--- src/design/hta_pkg.sv ---
// Constants shared by the timeslot attach block and its FIFO.
package hta_pkg;
    // Register indices; the byte address is four times the index.
    localparam logic [9:0] REG_SLOT_SEL_IDX = 10'h01b;
    localparam logic [9:0] REG_CONTROL_IDX = 10'h020;
    localparam logic [9:0] REG_STATUS_IDX = 10'h021;
    localparam logic [11:0] ADDR_SLOT_SEL = {REG_SLOT_SEL_IDX, 2'b00};
    localparam logic [11:0] ADDR_CONTROL = {REG_CONTROL_IDX, 2'b00};
    localparam logic [11:0] ADDR_STATUS = {REG_STATUS_IDX, 2'b00};
    // Field positions of the slot-select register.
    localparam int SEL_ENABLE_BIT = 7;
    localparam int SEL_SLOT_MSB = 4;
    // Field positions of the control and status registers.
    localparam int CTL_FAST_BIT = 0;
    localparam int STS_UNDERRUN_BIT = 0;
    localparam int STS_ACTIVE_BIT = 1;
    localparam int STS_LEVEL_LSB = 8;
    // Reset values.
    localparam logic [7:0] SLOT_SEL_RESET = 8'h00;
    localparam logic CONTROL_FAST_RESET = 1'b0;
    // Frame geometry: 32 channels of 8 bits.
    localparam int SLOT_W = 5;
    localparam int BIT_CNT_W = 8;
    localparam logic [SLOT_W-1:0] SLOT_FIRST = 5'h00;
    localparam logic [SLOT_W-1:0] SLOT_LAST = 5'h1f;
    localparam logic [2:0] BIT_LAST = 3'h7;
    // Byte sent when the controller has nothing queued.
    localparam logic [7:0] IDLE_BYTE = 8'hff;
    // Transmit FIFO shape.
    localparam int FIFO_W = 8;
    localparam int FIFO_D = 16;
    localparam int LEVEL_W = 5;
    // AXI responses.
    localparam logic [1:0] RESP_OKAY = 2'b00;
    localparam logic [1:0] RESP_SLVERR = 2'b10;
endpackage

--- src/design/hta_stream_if.sv ---
// Valid/ready byte stream carrier between the top and its FIFO.
`timescale 1ns/100ps
interface hta_stream_if #(parameter int W = 8);
    logic valid;
    logic ready;
    logic [W-1:0] data;
    modport src (output valid, output data, input ready);
    modport dst (input valid, input data, output ready);
endinterface

--- src/design/hta_attach.sv ---
// Attaches the third link controller to one channel of the E1 frame.
//
// The AXI4-Lite slave port is this design's own decision.
`timescale 1ns/100ps

// What this block does
// Enable bit seven attaches the third link controller; clear disconnects it.
// Low five bits hold the unsigned channel the controller occupies.
// Channels count zero for the first through thirty-one for the last.
// Transmit: controller bits replace serial input bits in the chosen channel.
// Receive: controller bits come from line data ahead of elastic buffer.
// Channel zero can never be occupied by this controller.
// Host writes zero into reserved bits six and five.
// Serial input is continuous 2.048 Mb/s, or gapped 8.192 Mb/s when fast.
// Outside the attached channel, serial input passes through unchanged.
module hta_attach (
    // Clock and reset.
    input wire logic i_core_clk,
    input wire logic i_reset_n,
    // AXI4-Lite register slave.
    input wire logic [11:0] i_awaddr,
    input wire logic i_awvalid,
    output logic o_awready,
    input wire logic [31:0] i_wdata,
    input wire logic [3:0] i_wstrb,
    input wire logic i_wvalid,
    output logic o_wready,
    output logic [1:0] o_bresp,
    output logic o_bvalid,
    input wire logic i_bready,
    input wire logic [11:0] i_araddr,
    input wire logic i_arvalid,
    output logic o_arready,
    output logic [31:0] o_rdata,
    output logic [1:0] o_rresp,
    output logic o_rvalid,
    input wire logic i_rready,
    // Transmit datapath: serial input in, merged stream out.
    input wire logic i_tx_bit_valid,
    input wire logic i_tx_frame_start,
    input wire logic i_tx_slot_active,
    input wire logic i_serial_tx_data_in,
    output logic o_tx_bit_valid,
    output logic o_tx_data_out,
    // Receive datapath: line data ahead of the elastic buffer.
    input wire logic i_rx_bit_valid,
    input wire logic i_rx_frame_start,
    input wire logic i_rx_line_data,
    // Third link controller, transmit bytes in.
    input wire logic i_link_tx_valid,
    input wire logic [7:0] i_link_tx_data,
    output logic o_link_tx_ready,
    // Third link controller, receive bytes out.
    output logic o_link_rx_valid,
    output logic [7:0] o_link_rx_data
);
    // ******************************************************************
    // Helpers
    // ******************************************************************

    // True when a bit count falls in the given attached channel.
    function automatic logic in_slot(input logic [7:0] cnt,
                                     input logic on,
                                     input logic [4:0] slot);
        in_slot = on && (cnt[7:3] == slot);
    endfunction

    // Byte lane 0 merge honouring the write strobe.
    function automatic logic [7:0] lane0(input logic [7:0] old,
                                         input logic [31:0] wd,
                                         input logic [3:0] st);
        lane0 = st[0] ? wd[7:0] : old;
    endfunction

    logic sel_enable;
    logic [hta_pkg::SLOT_W-1:0] slot_number;
    logic fast_rate_select;
    logic underrun;
    logic attach_active;
    logic [hta_pkg::LEVEL_W-1:0] fifo_level;

    // Channel zero is refused even when enabled.
    assign attach_active = sel_enable
        && (slot_number != hta_pkg::SLOT_FIRST);

    // ******************************************************************
    // AXI4-Lite register slave
    // ******************************************************************
    logic aw_got;
    logic w_got;
    logic [11:0] aw_addr;
    logic [31:0] w_data;
    logic [3:0] w_strb;
    logic wr_fire;
    logic wr_hit;
    logic underrun_set;
    logic [7:0] sel_wr;

    assign wr_fire = aw_got && w_got && !o_bvalid;
    assign wr_hit = (aw_addr == hta_pkg::ADDR_SLOT_SEL)
        || (aw_addr == hta_pkg::ADDR_CONTROL)
        || (aw_addr == hta_pkg::ADDR_STATUS);
    assign sel_wr = lane0({sel_enable, 2'b00, slot_number}, w_data, w_strb);

    // Address and data are taken in either order; ready drops until
    // the response is accepted, so one write is in flight at a time.
    always_ff @(posedge i_core_clk or negedge i_reset_n) begin
        if (!i_reset_n) begin
            aw_got <= 1'b0;
            w_got <= 1'b0;
            aw_addr <= '0;
            w_data <= '0;
            w_strb <= '0;
            o_awready <= 1'b0;
            o_wready <= 1'b0;
            o_bvalid <= 1'b0;
            o_bresp <= hta_pkg::RESP_OKAY;
        end else begin
            if (i_awvalid && o_awready) begin
                aw_got <= 1'b1;
                aw_addr <= {i_awaddr[11:2], 2'b00};
                o_awready <= 1'b0;
            end else if (!aw_got && !o_bvalid) begin
                o_awready <= 1'b1;
            end
            if (i_wvalid && o_wready) begin
                w_got <= 1'b1;
                w_data <= i_wdata;
                w_strb <= i_wstrb;
                o_wready <= 1'b0;
            end else if (!w_got && !o_bvalid) begin
                o_wready <= 1'b1;
            end
            if (wr_fire) begin
                aw_got <= 1'b0;
                w_got <= 1'b0;
                o_bvalid <= 1'b1;
                o_bresp <= wr_hit ? hta_pkg::RESP_OKAY
                                  : hta_pkg::RESP_SLVERR;
            end else if (o_bvalid && i_bready) begin
                o_bvalid <= 1'b0;
            end
        end
    end

    // Slot select and control. Reserved bits six and five are not
    // stored, so a careless write there cannot disturb the routing.
    always_ff @(posedge i_core_clk or negedge i_reset_n) begin
        if (!i_reset_n) begin
            sel_enable <= hta_pkg::SLOT_SEL_RESET[hta_pkg::SEL_ENABLE_BIT];
            slot_number <= hta_pkg::SLOT_SEL_RESET[4:0];
            fast_rate_select <= hta_pkg::CONTROL_FAST_RESET;
        end else if (wr_fire) begin
            if (aw_addr == hta_pkg::ADDR_SLOT_SEL) begin
                sel_enable <= sel_wr[hta_pkg::SEL_ENABLE_BIT];
                slot_number <= sel_wr[hta_pkg::SEL_SLOT_MSB:0];
            end
            if (aw_addr == hta_pkg::ADDR_CONTROL && w_strb[0]) begin
                fast_rate_select <= w_data[hta_pkg::CTL_FAST_BIT];
            end
        end
    end

    logic [11:0] rd_addr;
    logic [31:0] next_rdata;
    logic [1:0] next_rresp;

    assign rd_addr = {i_araddr[11:2], 2'b00};

    // Read decode; unmapped words answer zero with a slave error.
    always_comb begin
        next_rdata = '0;
        next_rresp = hta_pkg::RESP_OKAY;
        case (rd_addr)
            hta_pkg::ADDR_SLOT_SEL: begin
                next_rdata[7:0] = {sel_enable, 2'b00, slot_number};
            end
            hta_pkg::ADDR_CONTROL: begin
                next_rdata[hta_pkg::CTL_FAST_BIT] = fast_rate_select;
            end
            hta_pkg::ADDR_STATUS: begin
                next_rdata[hta_pkg::STS_UNDERRUN_BIT] = underrun;
                next_rdata[hta_pkg::STS_ACTIVE_BIT] = attach_active;
                next_rdata[hta_pkg::STS_LEVEL_LSB +: hta_pkg::LEVEL_W] =
                    fifo_level;
            end
            default: begin
                next_rresp = hta_pkg::RESP_SLVERR;
            end
        endcase
    end

    // One read at a time: arready is withheld while data is pending.
    always_ff @(posedge i_core_clk or negedge i_reset_n) begin
        if (!i_reset_n) begin
            o_arready <= 1'b0;
            o_rvalid <= 1'b0;
            o_rdata <= '0;
            o_rresp <= hta_pkg::RESP_OKAY;
        end else begin
            if (i_arvalid && o_arready) begin
                o_arready <= 1'b0;
                o_rvalid <= 1'b1;
                o_rdata <= next_rdata;
                o_rresp <= next_rresp;
            end else if (o_rvalid && i_rready) begin
                o_rvalid <= 1'b0;
            end else if (!o_rvalid) begin
                o_arready <= 1'b1;
            end
        end
    end

    // ******************************************************************
    // Transmit FIFO and merge
    // ******************************************************************
    hta_stream_if #(.W(hta_pkg::FIFO_W)) fill_if ();
    hta_stream_if #(.W(hta_pkg::FIFO_W)) drain_if ();

    assign fill_if.valid = i_link_tx_valid;
    assign fill_if.data = i_link_tx_data;
    assign o_link_tx_ready = fill_if.ready;

    hta_fifo #(
        .WIDTH(hta_pkg::FIFO_W),
        .DEPTH(hta_pkg::FIFO_D),
        .LVL_W(hta_pkg::LEVEL_W)
    ) u_tx_fifo (
        .i_core_clk(i_core_clk),
        .i_reset_n(i_reset_n),
        .fill(fill_if.dst),
        .drain(drain_if.src),
        .o_level(fifo_level)
    );

    logic tx_take;
    logic [7:0] tx_cur;
    logic [7:0] tx_cnt;
    logic tx_hit;
    logic [7:0] tx_shift;
    logic [7:0] tx_byte;

    // In gapped fast mode only the active quarter of each slot carries
    // a bit, so strobes outside it are ignored.
    assign tx_take = i_tx_bit_valid
        && (!fast_rate_select || i_tx_slot_active);
    assign tx_cur = i_tx_frame_start ? 8'h00 : tx_cnt;
    assign tx_hit = in_slot(tx_cur, attach_active, slot_number);
    assign tx_byte = drain_if.valid ? drain_if.data : hta_pkg::IDLE_BYTE;
    assign drain_if.ready = tx_take && tx_hit && (tx_cur[2:0] == 3'h0);
    assign underrun_set = drain_if.ready && !drain_if.valid;

    // Bit position within the frame; wraps after channel thirty-one.
    always_ff @(posedge i_core_clk or negedge i_reset_n) begin
        if (!i_reset_n) begin
            tx_cnt <= '0;
        end else if (tx_take) begin
            tx_cnt <= tx_cur + 8'h01;
        end
    end

    // Merged output, most significant bit of each byte first.
    always_ff @(posedge i_core_clk or negedge i_reset_n) begin
        if (!i_reset_n) begin
            o_tx_bit_valid <= 1'b0;
            o_tx_data_out <= 1'b0;
            tx_shift <= '0;
        end else begin
            o_tx_bit_valid <= tx_take;
            if (tx_take && tx_hit && tx_cur[2:0] == 3'h0) begin
                o_tx_data_out <= tx_byte[7];
                tx_shift <= {tx_byte[6:0], 1'b0};
            end else if (tx_take && tx_hit) begin
                o_tx_data_out <= tx_shift[7];
                tx_shift <= {tx_shift[6:0], 1'b0};
            end else if (tx_take) begin
                o_tx_data_out <= i_serial_tx_data_in;
            end
        end
    end

    // Underrun is sticky; a write of one clears it, but a new underrun
    // in the same cycle wins so no event is lost.
    always_ff @(posedge i_core_clk or negedge i_reset_n) begin
        if (!i_reset_n) begin
            underrun <= 1'b0;
        end else if (underrun_set) begin
            underrun <= 1'b1;
        end else if (wr_fire && aw_addr == hta_pkg::ADDR_STATUS
                     && w_strb[0] && w_data[hta_pkg::STS_UNDERRUN_BIT]) begin
            underrun <= 1'b0;
        end
    end

    // ******************************************************************
    // Receive extraction
    // ******************************************************************
    logic [7:0] rx_cur;
    logic [7:0] rx_cnt;
    logic rx_hit;
    logic [7:0] rx_shift;

    assign rx_cur = i_rx_frame_start ? 8'h00 : rx_cnt;
    assign rx_hit = in_slot(rx_cur, attach_active, slot_number);

    // Bits are tapped from the raw line, before any elastic store.
    always_ff @(posedge i_core_clk or negedge i_reset_n) begin
        if (!i_reset_n) begin
            rx_cnt <= '0;
            rx_shift <= '0;
            o_link_rx_valid <= 1'b0;
            o_link_rx_data <= '0;
        end else begin
            o_link_rx_valid <= 1'b0;
            if (i_rx_bit_valid) begin
                rx_cnt <= rx_cur + 8'h01;
                if (rx_hit) begin
                    rx_shift <= {rx_shift[6:0], i_rx_line_data};
                end
                if (rx_hit && rx_cur[2:0] == hta_pkg::BIT_LAST) begin
                    o_link_rx_valid <= 1'b1;
                    o_link_rx_data <= {rx_shift[6:0], i_rx_line_data};
                end
            end
        end
    end

    // ******************************************************************
    // Checks
    // ******************************************************************
    chk_enable_gates_attach: assert property (
        @(posedge i_core_clk) disable iff (!i_reset_n)
        !sel_enable |-> !attach_active && !drain_if.ready)
        else $error("Attachment active while disabled.");
    chk_slot_zero_refused: assert property (
        @(posedge i_core_clk) disable iff (!i_reset_n)
        slot_number == hta_pkg::SLOT_FIRST |-> !tx_hit && !rx_hit)
        else $error("Channel zero was occupied.");
    chk_tx_pass_through: assert property (
        @(posedge i_core_clk) disable iff (!i_reset_n)
        tx_take && !tx_hit |=> o_tx_bit_valid
            && o_tx_data_out == $past(i_serial_tx_data_in))
        else $error("Serial input altered outside attached channel.");
    chk_tx_substitute: assert property (
        @(posedge i_core_clk) disable iff (!i_reset_n)
        tx_take && tx_hit && tx_cur[2:0] == 3'h0 |=>
            o_tx_data_out == $past(tx_byte[7]))
        else $error("Controller bit not substituted.");
    chk_frame_wrap: assert property (
        @(posedge i_core_clk) disable iff (!i_reset_n)
        tx_take && tx_cur == 8'hff |=> tx_cnt == 8'h00)
        else $error("Frame counter did not wrap after slot 31.");
    chk_fast_gap: assert property (
        @(posedge i_core_clk) disable iff (!i_reset_n)
        fast_rate_select && !i_tx_slot_active |=> !o_tx_bit_valid)
        else $error("Gapped bit taken in fast mode.");
    chk_rx_byte_slot: assert property (
        @(posedge i_core_clk) disable iff (!i_reset_n)
        o_link_rx_valid |-> $past(rx_hit) && $past(i_rx_bit_valid)
            && $past(rx_cur[2:0]) == hta_pkg::BIT_LAST)
        else $error("Receive byte outside selected channel.");
    chk_write_response: assert property (
        @(posedge i_core_clk) disable iff (!i_reset_n)
        $rose(o_bvalid) |-> $past(aw_got) && $past(w_got))
        else $error("Write answered before address and data.");
    chk_read_hold: assert property (
        @(posedge i_core_clk) disable iff (!i_reset_n)
        o_rvalid && !i_rready |=> o_rvalid && $stable(o_rdata))
        else $error("Read data dropped before accepted.");
endmodule

--- src/design/hta_fifo.sv ---
// Flip-flop FIFO with valid and ready on both sides.
`timescale 1ns/100ps
module hta_fifo #(
    parameter int WIDTH = 8,
    parameter int DEPTH = 16,
    parameter int LVL_W = 5
) (
    // Clock and reset.
    input wire logic i_core_clk,
    input wire logic i_reset_n,
    // Fill and drain sides.
    hta_stream_if.dst fill,
    hta_stream_if.src drain,
    // Occupancy.
    output logic [LVL_W-1:0] o_level
);
    localparam int PTR_W = $clog2(DEPTH);
    localparam logic [LVL_W-1:0] FULL_LVL = LVL_W'(DEPTH);

    logic [WIDTH-1:0] mem [DEPTH];
    logic [PTR_W-1:0] wr_ptr;
    logic [PTR_W-1:0] rd_ptr;
    logic [LVL_W-1:0] next_level;
    logic push;
    logic pop;

    assign push = fill.valid && fill.ready;
    assign pop = drain.valid && drain.ready;
    assign drain.valid = (o_level != '0);
    assign drain.data = mem[rd_ptr];
    assign next_level = o_level + LVL_W'(push) - LVL_W'(pop);

    // Storage is written only, so it needs no reset.
    always_ff @(posedge i_core_clk) begin
        if (push) begin
            mem[wr_ptr] <= fill.data;
        end
    end

    // Pointers, level and a registered ready so that ready never
    // depends combinationally on the filling side.
    always_ff @(posedge i_core_clk or negedge i_reset_n) begin
        if (!i_reset_n) begin
            wr_ptr <= '0;
            rd_ptr <= '0;
            o_level <= '0;
            fill.ready <= 1'b0;
        end else begin
            wr_ptr <= push ? wr_ptr + 1'b1 : wr_ptr;
            rd_ptr <= pop ? rd_ptr + 1'b1 : rd_ptr;
            o_level <= next_level;
            fill.ready <= (next_level < FULL_LVL);
        end
    end

    chk_fifo_no_overfill: assert property (
        @(posedge i_core_clk) disable iff (!i_reset_n)
        o_level == FULL_LVL |-> !fill.ready)
        else $error("FIFO ready while full.");
endmodule

--- config.mk ---
export PLATFORM = sky130hd
export DESIGN_NAME = hta_attach
export DESIGN_NICKNAME = d
export VERILOG_FILES = /design/src/design/hta_pkg.sv /design/src/design/hta_stream_if.sv /design/src/design/hta_attach.sv /design/src/design/hta_fifo.sv
export SDC_FILE = /design/constraint.sdc
export NUM_CORES = 1
export LEC_CHECK = 0
export BUFFER_PORTS_ARGS = -buffer_cell sky130_fd_sc_hd__buf_2
export CAP_MARGIN = 10
export CORE_ASPECT_RATIO = 1.2
export CORE_MARGIN = 3
export CORE_UTILIZATION = 55
export DETAILED_ROUTE_END_ITERATION = 7
export GPL_TIMING_DRIVEN = 0
export PLACE_DENSITY = 0.77
export SYNTH_ARGS = -nofsm -noshare
export SYNTH_HDL_FRONTEND = slang
export SYNTH_SLANG_ARGS = --single-unit
--- constraint.sdc ---
create_clock -name i_core_clk -period 6.45 [get_ports i_core_clk]
set_input_delay 0 -clock i_core_clk [delete_from_list [all_inputs] [get_ports i_core_clk]]
set_output_delay 0 -clock i_core_clk [all_outputs]
set_load 0.01 [all_outputs]
* Word level (Yosys, flattened, before mapping)
Memory sizes are Yosys's and may differ from the RTL's. Index checks and enable logic that the tools add are counted.
Word-level totals: RAM bits 128, logic and storage cells 132, bits in registers 107, output and inout port bits 53, input bits 83, memories 1
Operators by class: $add $sub $neg 6, $lt $le $gt $ge 1, equal/unequal tests 11, mux-type cells 35, reduce and logical (&&, ||, !) cells 49
Memories:
- u_tx_fifo.mem | words 16, width 8, rd ports 1, clocked after Yosys merged registers in 0, wr ports 1, RTL line hta_fifo.sv:20 | logic [WIDTH-1:0] mem [DEPTH];
Operator list (number):
- == test 10 x 6 -> 1 bit, second input constant | 4
- two-way mux 8 bit | 5
- two-way mux 1 bit | 24
- logical AND 1 bit | 23
- == test 10 x 5 -> 1 bit, second input constant | 2
- adder 8 x 1 -> 8 bit, second input constant | 2
- nonzero test 2 bit | 8
- == test 5 bit | 2
- nonzero test 5 bit | 2
- adder 4 x 1 -> 4 bit, second input constant | 2
- AND reduction 2 bit | 4
- two-way mux 6 bit | 1
- adder 5 x 1 -> 5 bit | 1
- zero test 1 bit | 5
- less-than comparator 5 bit, second input constant | 1
- two-way mux 5 bit | 1
- subtractor 5 x 1 -> 5 bit | 1
- two-way mux 2 bit | 2
- == test 3 bit, second input constant | 1
- zero test 3 bit | 1
- logical OR 1 bit | 3
- one-hot mux 1 bit (3 select lines) | 1
- AND reduction 3 bit | 1
- nonzero test 3 bit | 1
- other kinds (4) | 4

* Logic depth before layout (Yosys ltp)
Gate-level depths: netlist of run 1.
depth in word-level cells 8, gate-level depth with buffers 18

* Cells and area by module
A second synthesis of run 1 with hierarchy kept.
Unflattened totals: cells, all modules 676, area, all modules 9898.2 µm²
By module, submodules not included:
- hta_fifo | area an instance 5677.9 µm², cells an instance 281, times used 1, sequential area each 4194.0 µm²
- hta_attach | area an instance 4220.3 µm², cells an instance 395, times used 1, sequential area each 2152.1 µm²

* Worst setup path after synthesis of run 1
OpenSTA, ideal clock, no wires.
kind register to register, start reg slot_number[3] (netlist bit), end reg u_tx_fifo.fill.ready, library setup time 132 ps, period minus slack after synthesis 2940 ps, setup slack 3510 ps, stages on the path, launching flop included 16, arrival 2809 ps, required time 6318 ps, path through dfrtp_1 > nor4b_2 > a32oi_1 > a2111o_2 > buf_6 > nor3_1 > ha_1 > inv_1 > ha_1 > inv_1 > fa_1 > inv_1 > a21oi_1 > nor2_1 > nor2_1 > xor2_1
On the way: longest elaborated chain between the ends 8
RTL lines:
- start, declared | RTL line hta_attach.sv:76 | logic [hta_pkg::SLOT_W-1:0] slot_number;
- start signal, assigned | RTL line hta_attach.sv:151 | slot_number <= hta_pkg::SLOT_SEL_RESET[4:0];
- start signal, assigned | RTL line hta_attach.sv:156 | slot_number <= sel_wr[hta_pkg::SEL_SLOT_MSB:0];
- nonzero test 5 bit | RTL line hta_attach.sv:84 | && (slot_number != hta_pkg::SLOT_FIRST);
- logical AND 1 bit | RTL line hta_attach.sv:84
- logical AND 1 bit (*) | RTL line hta_attach.sv:65 | in_slot = on && (cnt[7:3] == slot);
- logical AND 1 bit (*) (2 in series) | RTL line hta_attach.sv:250 | assign drain_if.ready = tx_take && tx_hit && (tx_cur[2:0] == 3'h0);
- logical AND 1 bit (*) | RTL line hta_fifo.sv:28 | assign pop = drain.valid && drain.ready;
- net u_tx_fifo.pop | RTL line hta_fifo.sv:25 | logic pop;
- subtractor 5 x 1 -> 5 bit (*) | RTL line hta_fifo.sv:31 | assign next_level = o_level + LVL_W'(push) - LVL_W'(pop);
- less-than comparator 5 bit (*) | RTL line hta_fifo.sv:52 | fill.ready <= (next_level < FULL_LVL);
- end signal, assigned | RTL line hta_fifo.sv:52
- end, declared | RTL line hta_stream_if.sv:8 | modport dst (input valid, input data, output ready);
Mark *: on every way through the listed nets, which the timed path passes. The rest lies on a longest branch. A chain may end at the register's enable or synchronous reset.

* Worst setup path after layout of run 1
start reg u_tx_fifo.o_level[2], end reg u_tx_fifo.fill.ready
On the way: longest elaborated chain between the ends 4
RTL lines:
- start, declared | RTL line hta_fifo.sv:15 | output logic [LVL_W-1:0] o_level
- start signal, assigned | RTL line hta_fifo.sv:51 | o_level <= next_level;
- nonzero test 5 bit | RTL line hta_fifo.sv:29 | assign drain.valid = (o_level != '0);
- logical AND 1 bit | RTL line hta_fifo.sv:28
- net u_tx_fifo.pop | RTL line hta_fifo.sv:25
- subtractor 5 x 1 -> 5 bit | RTL line hta_fifo.sv:31
- less-than comparator 5 bit | RTL line hta_fifo.sv:52
The timed path passes the listed nets, and every way through them passes these cells.

==> impl_metrics.tcl, run 1 <==
set metrics [dict create \
    async_reset_ff_frac 0.439 \
    post_cts_resized 0 \
    power_density_nw_per_um2 317 \
    dr.pass1.iters 4 \
    synth.distinct_cells 63 \
    r2r_setup_slack_ns 2.83 \
    maxCapViolCount 0 \
    drtIter0Drc 383 \
    viasPerCell 5.59 \
    cts_tree "built" \
    clock_sinks 228 \
    crit_chain "inv_1 -> ha_1 -> nor4b_1 -> nand2b_1 -> clkbuf_1 -> nor3_1 -> ha_1 -> inv_1 -> ha_1 -> inv_1 -> fa_1 -> inv_1 -> a21oi_1 -> nor2_1 -> nor2_1 -> xor2_1" \
    cp_max_fo 10 \
    vias 5877 \
    cts_max_level 1 \
    min_period_ns 3.62 \
    synth_edf_count 128 \
    grt_pass1_vias 6223 \
    crit_family "simple AND/OR/NAND/NOR gates" \
    clock.fmax_mhz 277 \
    core_um2 17200 \
    synth_warnings 0 \
    synth_compound_area_frac 0.0488 \
    rsz0062_at_grt "no" \
    synth_area_leaders "edfxtp_1 39%, dfrtp_1 25%, mux4_2 8.9%" \
    total_power_mw 3.73 \
    r2r-start "u_tx_fifo.o_level[2]$_DFF_PN0_" \
    drc_errors 0 \
    final_common_cell "edfxtp_1" \
    synthFlopType "edfxtp_1" \
    avgSynthCellArea_um2 15.2 \
    synth_xor_area_frac 0.0178 \
    muxShareOfSynthArea 0.141 \
    ios 136 \
    rows 52 \
    synth_area_um2 9820 \
    fin_crit_sh 0.561 \
    clk_pin_slew_ns 0.06 \
    max_stage_delay_ns 0.64 \
    synth_top_family_by_area "multiplexers" \
    r2r_cells 16 \
    clk_latency_ns 0.50 \
    die_w_um 128 \
    dieArea_um2 19500 \
    wl_um 20600 \
    gp_congestion 0.803 \
    synthAdderAreaFrac 0.0211 \
    critPathSlowestCell "nor4b_1" \
    tightestPinTransition_ns 1.08 \
    diodes 0 \
    outcome "finished, final reports clean" \
    layout_common_cells "128 x edfxtp_1, 100 x dfrtp_1, 81 x buf_2" \
    final_antenna_net_count 0 \
    crit_type "flop to flop" \
    critPathRequiredTime_ns 6.82 \
    setup_viol 0 \
    p_leak_nw 4.76 \
    finalSetupTns_ns 0 \
    r2r-end "u_tx_fifo.fill.ready$_DFF_PN0_" \
    path_depth 16 \
    cp_num_buf_inv 5 \
    relSlewSlack 0.277 \
    grt_max_degree 78 \
    crit_path_frequent_cell "inv_1" \
    numCtsBuffers 23 \
    hold_violations 0 \
    yosysTopAreaCell "edfxtp_1" \
    nets 918 \
    dpl.hpwl_um 13600 \
    netlist.area_leader.share 0.391 \
    seq_area_frac_synth 0.646 \
    synthCells 647 \
    ys_seq_elements 228 \
    skew_ns 0.0102 \
    endpoint_kind "flop" \
    die_y_um 152 \
    antenna_found_initial 0 \
    irDropWorstVdd_mv 0.260 \
    grt_pass1_wl_um 32900 \
    hold_class "input pin to asynchronous set/reset pin" \
    start_kind "flop" \
    drive_gt1_frac 0.290 \
    grt_use_total 0.214 \
    wl_per_cell_um 19.6 \
    arrival_ns 3.99 \
    synth_simple_gate_area_frac 0.0848 \
    portBuffers 79 \
    overflow 0 \
    clockBufferDepth 3 \
    area_growth_pct 20.0 \
    maxSlewViolCount 0 \
    root_buffer "clkbuf_16" \
    start_util 0.572 \
]
[final cells by class]
cell class	instances	area (µm²)
buffer	46	308
clock buffer	27	591
clock inverter	14	149
fill	1173	5390
inverter	23	86.3
multi-input combinational	372	3160
sequential	228	6350
tap	216	270
timing repair buffer	125	876
[through the flow]
| stage | std cells | setup slack [ns] | cell area [µm²] | hold slack (ns) | utilization |
|---|---|---|---|---|---|
| 2_1_floorplan | 669 | 3.51 | 9900 | -0.296 | - |
| 3_3_place_gp | 964 | 2.94 | 10600 | 0.180 | 0.615 |
| 3_5_place_dp | 965 | 2.88 | 10600 | -0.0679 | 0.617 |
| 4_1_cts | 1051 | 2.83 | 11800 | 0.0705 | 0.686 |
| 5_1_grt | 1051 | 2.52 | 11800 | 0.101 | 0.686 |
| 6_report | 1051 | 2.83 | 11800 | 0.0596 | 0.686 |
[per-layer routing]
metal  up-vias  GRT usage  part of all wire
met4         0     0.0581             0.023
met1      2945      0.259              0.38
met2       163      0.398              0.56
met5         -          0                 0
met3        44     0.0284             0.043
li1       2725          -                 -
[state kept, by name, summed over array words and instances (netlist names), 4 cells and up]
name / cells
u_tx_fifo.mem: 128
o_rdata: 11
aw_addr: 10
o_link_rx_data: 8
rx_cnt: 8
tx_cnt: 8
rx_shift: 7
tx_shift: 7
w_data: 6
slot_number: 5
u_tx_fifo.o_level: 5
u_tx_fifo.rd_ptr: 4
u_tx_fifo.wr_ptr: 4
[power by group]
| part | switching (mW) | internal (mW) |
|---|---|---|
| logic | 0.310 | 0.268 |
| registers | 0.124 | 1.73 |
| clock network | 0.529 | 0.774 |
[worst reg2reg max path: stages (launching register included)]
cell      delay (ns)
dfrtp_1         0.41
inv_1           0.09
ha_1            0.14
nor4b_1         0.64
nand2b_1        0.23
clkbuf_1        0.43
nor3_1          0.13
ha_1            0.29
inv_1           0.06
ha_1            0.15
inv_1           0.06
fa_1            0.41
inv_1           0.07
a21oi_1         0.06
nor2_1          0.09
nor2_1          0.08
xor2_1          0.15
[cells in the mapped netlist (3+ instances only)]
cell type and instances:
a21oi_1 8, and2_1 13, and3_1 10, buf_1 4, buf_2 3, buf_4 25, buf_6 5, clkbuf_1 9
dfrtp_1 100, edfxtp_1 128, ha_1 15, inv_1 22, mux2_2 43, mux4_2 39, nand2_1 46, nand2b_1 5
nand3_1 17, nand4_1 3, nor2_1 22, nor2b_1 7, nor3_1 4, nor3b_1 3, nor4_1 4, o21a_1 4
o21ai_0 33, o22ai_1 10, xnor2_1 14, xor2_1 6
[cell families after synthesis]
logic type,Yosys count
flops,228
other cells,1
xor+xnor,20
simple gates,153
fa+ha+maj,16
compound gates,76
buf+inv,69
mux,84
[worst max path at each step]
stage	start	endpoint	slack, ns
6_report	u_tx_fifo.o_level[2]$_DFF_PN0_	u_tx_fifo.fill.ready$_DFF_PN0_	2.83
5_1_grt	i_tx_frame_start	u_tx_fifo.fill.ready$_DFF_PN0_	2.52
4_1_cts	u_tx_fifo.o_level[3]$_DFF_PN0_	u_tx_fifo.fill.ready$_DFF_PN0_	2.83
3_5_place_dp	i_tx_frame_start	u_tx_fifo.fill.ready$_DFF_PN0_	2.88
3_3_place_gp	u_tx_fifo.o_level[2]$_DFF_PN0_	u_tx_fifo.fill.ready$_DFF_PN0_	2.94
2_1_floorplan	slot_number[3]$_DFFE_PN0P_	u_tx_fifo.fill.ready$_DFF_PN0_	3.51
[what timing repair did]
action	in CTS	in global routing
endpoints found under the setup margin	0	0
setup buffers	0	0
hold endpoints to repair	264	0
hold buffers	45	0
Note: power is estimated with default switching activity, not from simulation.
==> run 2: changes to the inputs <==
ABC_AREA = 1   (was default)
clock period = 3.4 ns   (was 6.45 ns; I/O delays follow)
==> run 2 against run 1 <==
Clock-buffer cell count stayed put. Final cell count is 39% higher. Non-clock buffer count up 16. Combinational power increased by 110%. First-iteration DRC count up 130%. Register-to-register slack lost 2.5 ns. Critical path type unchanged.
==> impl_metrics.tcl, run 2 <==
set metrics [dict create \
    root_buffer "clkbuf_16" \
    async_reset_ff_frac 0.439 \
    crit_chain "inv_1 -> nor2_1 -> nor2_1 -> nand3_1 -> nor2_1 -> nand4_2 -> clkinv_2 -> ha_1 -> inv_1 -> ha_1 -> inv_1 -> fa_1 -> o21ai_0 -> xor2_1 -> inv_1" \
    r2r-end "u_tx_fifo.o_level[4]$_DFF_PN0_" \
    grt_max_degree 65 \
    regMostFlops "u_tx_fifo.mem" \
    grt_pass1_wl_um 37700 \
    layout_common_cells "293 x nand2_1, 128 x edfxtp_1, 110 x nor2_1" \
    r2r-start "fast_rate_select$_DFFE_PN0P_" \
    yosysMostFrequentCell "nand2_1" \
    antenna_found_initial 0 \
    vias 7815 \
    endpoint_kind "flop" \
    wl_per_cell_um 16.2 \
    irDropWorstVdd_mv 0.422 \
    netlist.area_leader.share 0.375 \
    portBuffers 79 \
    rows 54 \
    crit_type "flop to flop" \
    p_leak_nw 5.51 \
    gp_congestion 0.868 \
    synth_edf_count 128 \
    yosysTopAreaCell "edfxtp_1" \
    critPathRequiredTime_ns 3.80 \
    viasPerCell 5.33 \
    ys_seq_elements 228 \
    power_density_nw_per_um2 586 \
    dpl.hpwl_um 15700 \
    grt_pass1_vias 7643 \
    avgSynthCellArea_um2 9.79 \
    skew_ns 0.0271 \
    dieArea_um2 20300 \
    crit_path_frequent_cell "inv_1" \
    grt_use_total 0.236 \
    seq_area_frac_synth 0.620 \
    maxCapViolCount 0 \
    outcome "finished, final reports clean" \
    largest_reg_flops 128 \
    final_common_cell "nand2_1" \
    hold_violations 0 \
    clockBufferDepth 3 \
    synth.distinct_cells 43 \
    clk_latency_ns 0.52 \
    rsz0062_at_grt "no" \
    clk_pin_slew_ns 0.07 \
    area_growth_pct 20.5 \
    drtIter0Drc 870 \
    synth_area_leaders "edfxtp_1 38%, dfrtp_1 24%, nand2_1 11%" \
    tightestPinTransition_ns 0.808 \
    synthFlopType "edfxtp_1" \
    fin_crit_sh 0.905 \
    r2r_cells 15 \
    fin_hold_ws_ns 0.00724 \
    drc_errors 0 \
    relSlewSlack 0.460 \
    numCtsBuffers 23 \
    hold_class "input pin to asynchronous set/reset pin" \
    nets 1324 \
    synth_warnings 0 \
    cp_max_fo 9 \
    dr.pass1.iters 5 \
    cts_tree "built" \
    die_w_um 131 \
    wl_um 23700 \
    clock.fmax_mhz 325 \
    overflow 0 \
    drive_gt1_frac 0.143 \
    synthCells 1046 \
    synth_area_um2 10200 \
    finalSetupTns_ns 0 \
    reg.largest.list "u_tx_fifo.mem (128), o_rdata (11), aw_addr (10)" \
    diodes 0 \
    critPathSlowestCell "fa_1" \
    ios 136 \
    maxSlewViolCount 0 \
    clock_sinks 228 \
    start_kind "flop" \
    max_stage_delay_ns 0.39 \
    die_y_um 155 \
    start_util 0.561 \
    r2r_setup_slack_ns 0.32 \
    arrival_ns 3.48 \
    min_period_ns 3.08 \
    cts_max_level 1 \
    setup_viol 0 \
    final_antenna_net_count 0 \
    yosys-top-cells-count "293 x nand2_1, 128 x edfxtp_1, 111 x nor2_1, 100 x dfrtp_1, 86 x inv_1" \
    core_um2 18200 \
]
==> run 2: changes by cell type after synthesis, moves of 12 or more <==
cell     before  now
nand2_1      46  293
mux2_2       43    1
inv_1        22   86
o21ai_0      33   61
nand4_1       3   15
nand3_1      17   69
and2_1       13    0
nor2_1       22  111
a21oi_1       8   32
mux4_2       39    0
==> run 2: through the flow <==
step,cell area (µm²),setup WS [ns],utilization,cells,total power [mW]
2_1_floorplan,10300,0.652,-,1068,4.19
3_3_place_gp,11000,0.214,0.603,1371,4.50
3_5_place_dp,11000,0.196,0.605,1372,4.55
4_1_cts,12300,0.194,0.676,1465,7.24
5_1_grt,12300,0.0464,0.676,1465,7.59
6_report,12300,0.322,0.676,1465,7.22
==> run 2: worst max path at each step <==
stage / depth (start not counted) / slack [ns] / endpoint / start
after floorplan: 16 / 0.65 / u_tx_fifo.o_level[4]$_DFF_PN0_ / tx_cnt[0]$_DFFE_PN0P_
after global placement: 16 / 0.21 / u_tx_fifo.o_level[4]$_DFF_PN0_ / tx_cnt[0]$_DFFE_PN0P_
after detailed placement: 16 / 0.20 / u_tx_fifo.o_level[4]$_DFF_PN0_ / tx_cnt[0]$_DFFE_PN0P_
after CTS: 16 / 0.19 / u_tx_fifo.o_level[4]$_DFF_PN0_ / tx_cnt[0]$_DFFE_PN0P_
after global routing: 15 / 0.05 / u_tx_fifo.o_level[4]$_DFF_PN0_ / fast_rate_select$_DFFE_PN0P_
final: 15 / 0.32 / u_tx_fifo.o_level[4]$_DFF_PN0_ / fast_rate_select$_DFFE_PN0P_
==> run 2: what timing repair did <==
action | in CTS | in global routing
hold buffers | 52 | 0
endpoints found under the hold margin | 282 | 0
endpoints found under the setup margin | 0 | 1
setup buffers | 0 | 0
gates resized for setup | 0 | 1
==> run 2: where the power goes <==
part | total, mW | switching (mW) | leakage, nW | internal, mW
sequential | 3.45 | 0.181 | 2.43 | 3.26
clock | 2.59 | 1.05 | 0.370 | 1.54
combinational | 1.19 | 0.734 | 2.70 | 0.456
==> run 2: logic make-up (layout without fill, tap and decap cells) <==
logic type / Yosys count / after routing / synth area share
AOI/OAI and AO/OA: 117 / 117 / 0.0618
and+or+nand+nor: 513 / 513 / 0.211
adders and majority gates: 16 / 16 / 0.0203
DFF: 228 / 228 / 0.620
buffers and inverters: 150 / 323 / 0.0677
muxes: 2 / 2 / 0.00208
xor gates and xnor gates: 19 / 19 / 0.0170
other: 1 / 23 / 0.000366
==> run 2: layer usage <==
| metal | up-vias | track usage | wire [µm] |
|---|---|---|---|
| met5 | - | 0 | 0 |
| met4 | 0 | 0.0867 | 702 |
| met3 | 53 | 0.0337 | 1630 |
| met2 | 319 | 0.418 | 12300 |
| met1 | 3683 | 0.291 | 9090 |
| li1 | 3760 | - | - |
==> run 2: critical path, delay by kind of cell, from the launching register on <==
family                     cells  cell delay (ns)
buffers and inverters          5             0.47
DFF                            1             0.36
AOI/OAI and AO/OA              1             0.23
xor gates and xnor gates       1             0.21
adders and majority gates      3             0.78
and+or+nand+nor                5             0.92
==> run 2: area by class of cell <==
cell class / instances / area, µm²
Clock buffer: 27 / 621
Inverter: 95 / 358
Buffer: 55 / 335
Fill cell: 1350 / 5910
Clock inverter: 14 / 164
Tap cell: 224 / 280
Sequential cell: 228 / 6350
Multi-Input combinational cell: 690 / 3290
Timing Repair Buffer: 132 / 946
==> run 3: changes to the inputs <==
CORE_ASPECT_RATIO = default   (was 1.2)
==> run 3 against run 2 <==
The flow now finishes with violations (hold timing). Cell area up 0.59%. Fmax is 1.0% higher. Largest power group unchanged. Critical endpoint unchanged. Clock skew is 0.011 ns lower.
==> impl_metrics.tcl, run 3 (synthesis results as in run 2) <==
set metrics [dict create \
    maxCapViolCount 0 \
    numCtsBuffers 24 \
    portBuffers 79 \
    grt_pass1_vias 7872 \
    start_util 0.564 \
    p_int_mw 5.26 \
    multiInputGateArea_um2 3290 \
    cts_max_level 1 \
    drive_gt1_frac 0.137 \
    place_area_um2 11000 \
    clock_sinks 228 \
    regMostFlops "u_tx_fifo.mem" \
    clock.fmax_mhz 328 \
    root_buffer "clkbuf_16" \
    final_antenna_net_count 0 \
    worst_slack_ns 0.353 \
    clk_latency_ns 0.53 \
    hold_class "input pin to asynchronous set/reset pin" \
    skew_ns 0.0160 \
    irDropWorstVdd_mv 0.597 \
    wl_per_cell_um 17.2 \
    tightestPinTransition_ns 0.875 \
    p_sw_frac 0.275 \
    total_power_mw 7.25 \
    rows 49 \
    r2r-start "fast_rate_select$_DFFE_PN0P_" \
    vias 8095 \
    clk_pin_slew_ns 0.06 \
    reg.largest.list "u_tx_fifo.mem (128), o_rdata (11), aw_addr (10)" \
    wl_um 25400 \
    cp_max_fo 9 \
    dr.pass1.iters 5 \
    critPathRequiredTime_ns 3.80 \
    die_w_um 142 \
    register_area_um2 6350 \
    crit_type "flop to flop" \
    relSlewSlack 0.414 \
    final_common_cell "nand2_1" \
    arrival_ns 3.45 \
    critPathLaunch "fast_rate_select$_DFFE_PN0P_" \
    r2r_setup_slack_ns 0.35 \
    pwr-share-seq 0.476 \
    maxSlewViolCount 0 \
    comb_power_share 0.167 \
    drtIter0Drc 816 \
    fin_area_um2 12400 \
    dpl.hpwl_um 15600 \
    fin_hold_ws_ns -0.00559 \
    r2r-end "u_tx_fifo.o_level[4]$_DFF_PN0_" \
    start_kind "flop" \
    fin_crit_sh 0.896 \
    die_y_um 142 \
    setup_viol 0 \
    ios 136 \
    grt_max_degree 65 \
    cts_tree "built" \
    fillerInstances 1360 \
    hold_violations 6 \
    dieArea_um2 20300 \
    violations "hold timing" \
    grt_use_total 0.250 \
    min_period_ns 3.05 \
    clkPwrFrac 0.358 \
    clockBufferDepth 3 \
    drc_errors 0 \
    viasPerCell 5.47 \
    switchingPower_mw 1.99 \
    layout_common_cells "293 x nand2_1, 128 x edfxtp_1, 110 x nor2_1" \
    cts_setup_buffers 0 \
    gp_congestion 0.883 \
    finalSetupTns_ns 0 \
    power_density_nw_per_um2 584 \
    antenna_found_initial 0 \
    p_leak_nw 5.54 \
    nets 1331 \
    dp_slack_ns 0.193 \
    largest_reg_flops 128 \
    area_growth_pct 21.2 \
    outcome "finished, violations left" \
    core_um2 18100 \
    endpoint_kind "flop" \
    grt_pass1_wl_um 40200 \
    rsz0062_at_grt "no" \
    r2r_cells 15 \
    overflow 0 \
]
[run 3: cell count changes in the layout (fill, tap and decap cells not counted), sizes merged]
cell	previous run	this run
bufinv	3	2
dlygate4sd3	52	58
diode	0	1
clkinv	9	14
inv	91	89
clkbuf	47	52
clkinvlp	6	2
[run 3: layout make-up]
class / instances / share of cell area
Inverter: 95 / 0.0288
Timing Repair Buffer: 138 / 0.0811
Multi-Input combinational cell: 690 / 0.266
Sequential cell: 228 / 0.511
Tap cell: 229 / 0.0231
Clock inverter: 12 / 0.00867
Buffer: 55 / 0.0270
Clock buffer: 32 / 0.0541
Antenna cell: 1 / 0.000202
[run 3: critical path: stages (launching register included)]
cell and delay (ns):
dfrtp_1 0.36, inv_1 0.15, nor2_1 0.06, nor2_1 0.27, nand3_1 0.11, nor2_1 0.23
nand4_4 0.22, clkinv_2 0.13, ha_1 0.23, inv_1 0.05, ha_1 0.15, inv_1 0.05
fa_1 0.40, o21ai_0 0.23, xor2_1 0.23, inv_1 0.06
[run 3: metrics by stage]
stage                     utilization  cells
after floorplan                     -   1068
after global placement          0.606   1376
after detailed placement        0.608   1377
after CTS                       0.683   1479
after global routing            0.684   1479
final                           0.684   1480
[run 3: worst max-delay path by stage]
stage	slack [ns]	to	cells past startpoint
detailed placement	0.19	u_tx_fifo.o_level[4]$_DFF_PN0_	16
floorplan	0.65	u_tx_fifo.o_level[4]$_DFF_PN0_	16
CTS	0.14	u_tx_fifo.o_level[4]$_DFF_PN0_	16
finish	0.35	u_tx_fifo.o_level[4]$_DFF_PN0_	15
global route	0.02	u_tx_fifo.o_level[4]$_DFF_PN0_	15
global placement	0.23	u_tx_fifo.o_level[4]$_DFF_PN0_	16
[run 3: layer usage]
| layer | share of wire | global-route usage | wire [µm] |
|---|---|---|---|
| met1 | 0.38 | 0.328 | 9790 |
| met2 | 0.49 | 0.417 | 12400 |
| met3 | 0.087 | 0.0494 | 2210 |
| met4 | 0.039 | 0.0930 | 989 |
| met5 | 0 | 0 | 0 |
[run 3: power groups by stage]
stage	combinational (mW)	sequential [mW]	clock (mW)
finish	1.21	3.45	2.59
global placement	1.02	3.48	0
floorplan	0.714	3.48	0
global route	1.38	3.48	2.73
detailed placement	1.07	3.49	0
CTS	1.19	3.44	2.61
[run 3: what timing repair did]
action                                  in CTS  in global routing
endpoints found under the setup margin       0                  2
hold endpoints to repair                   284                  0
gates resized for setup                      0                  2
hold buffers                                58                  0
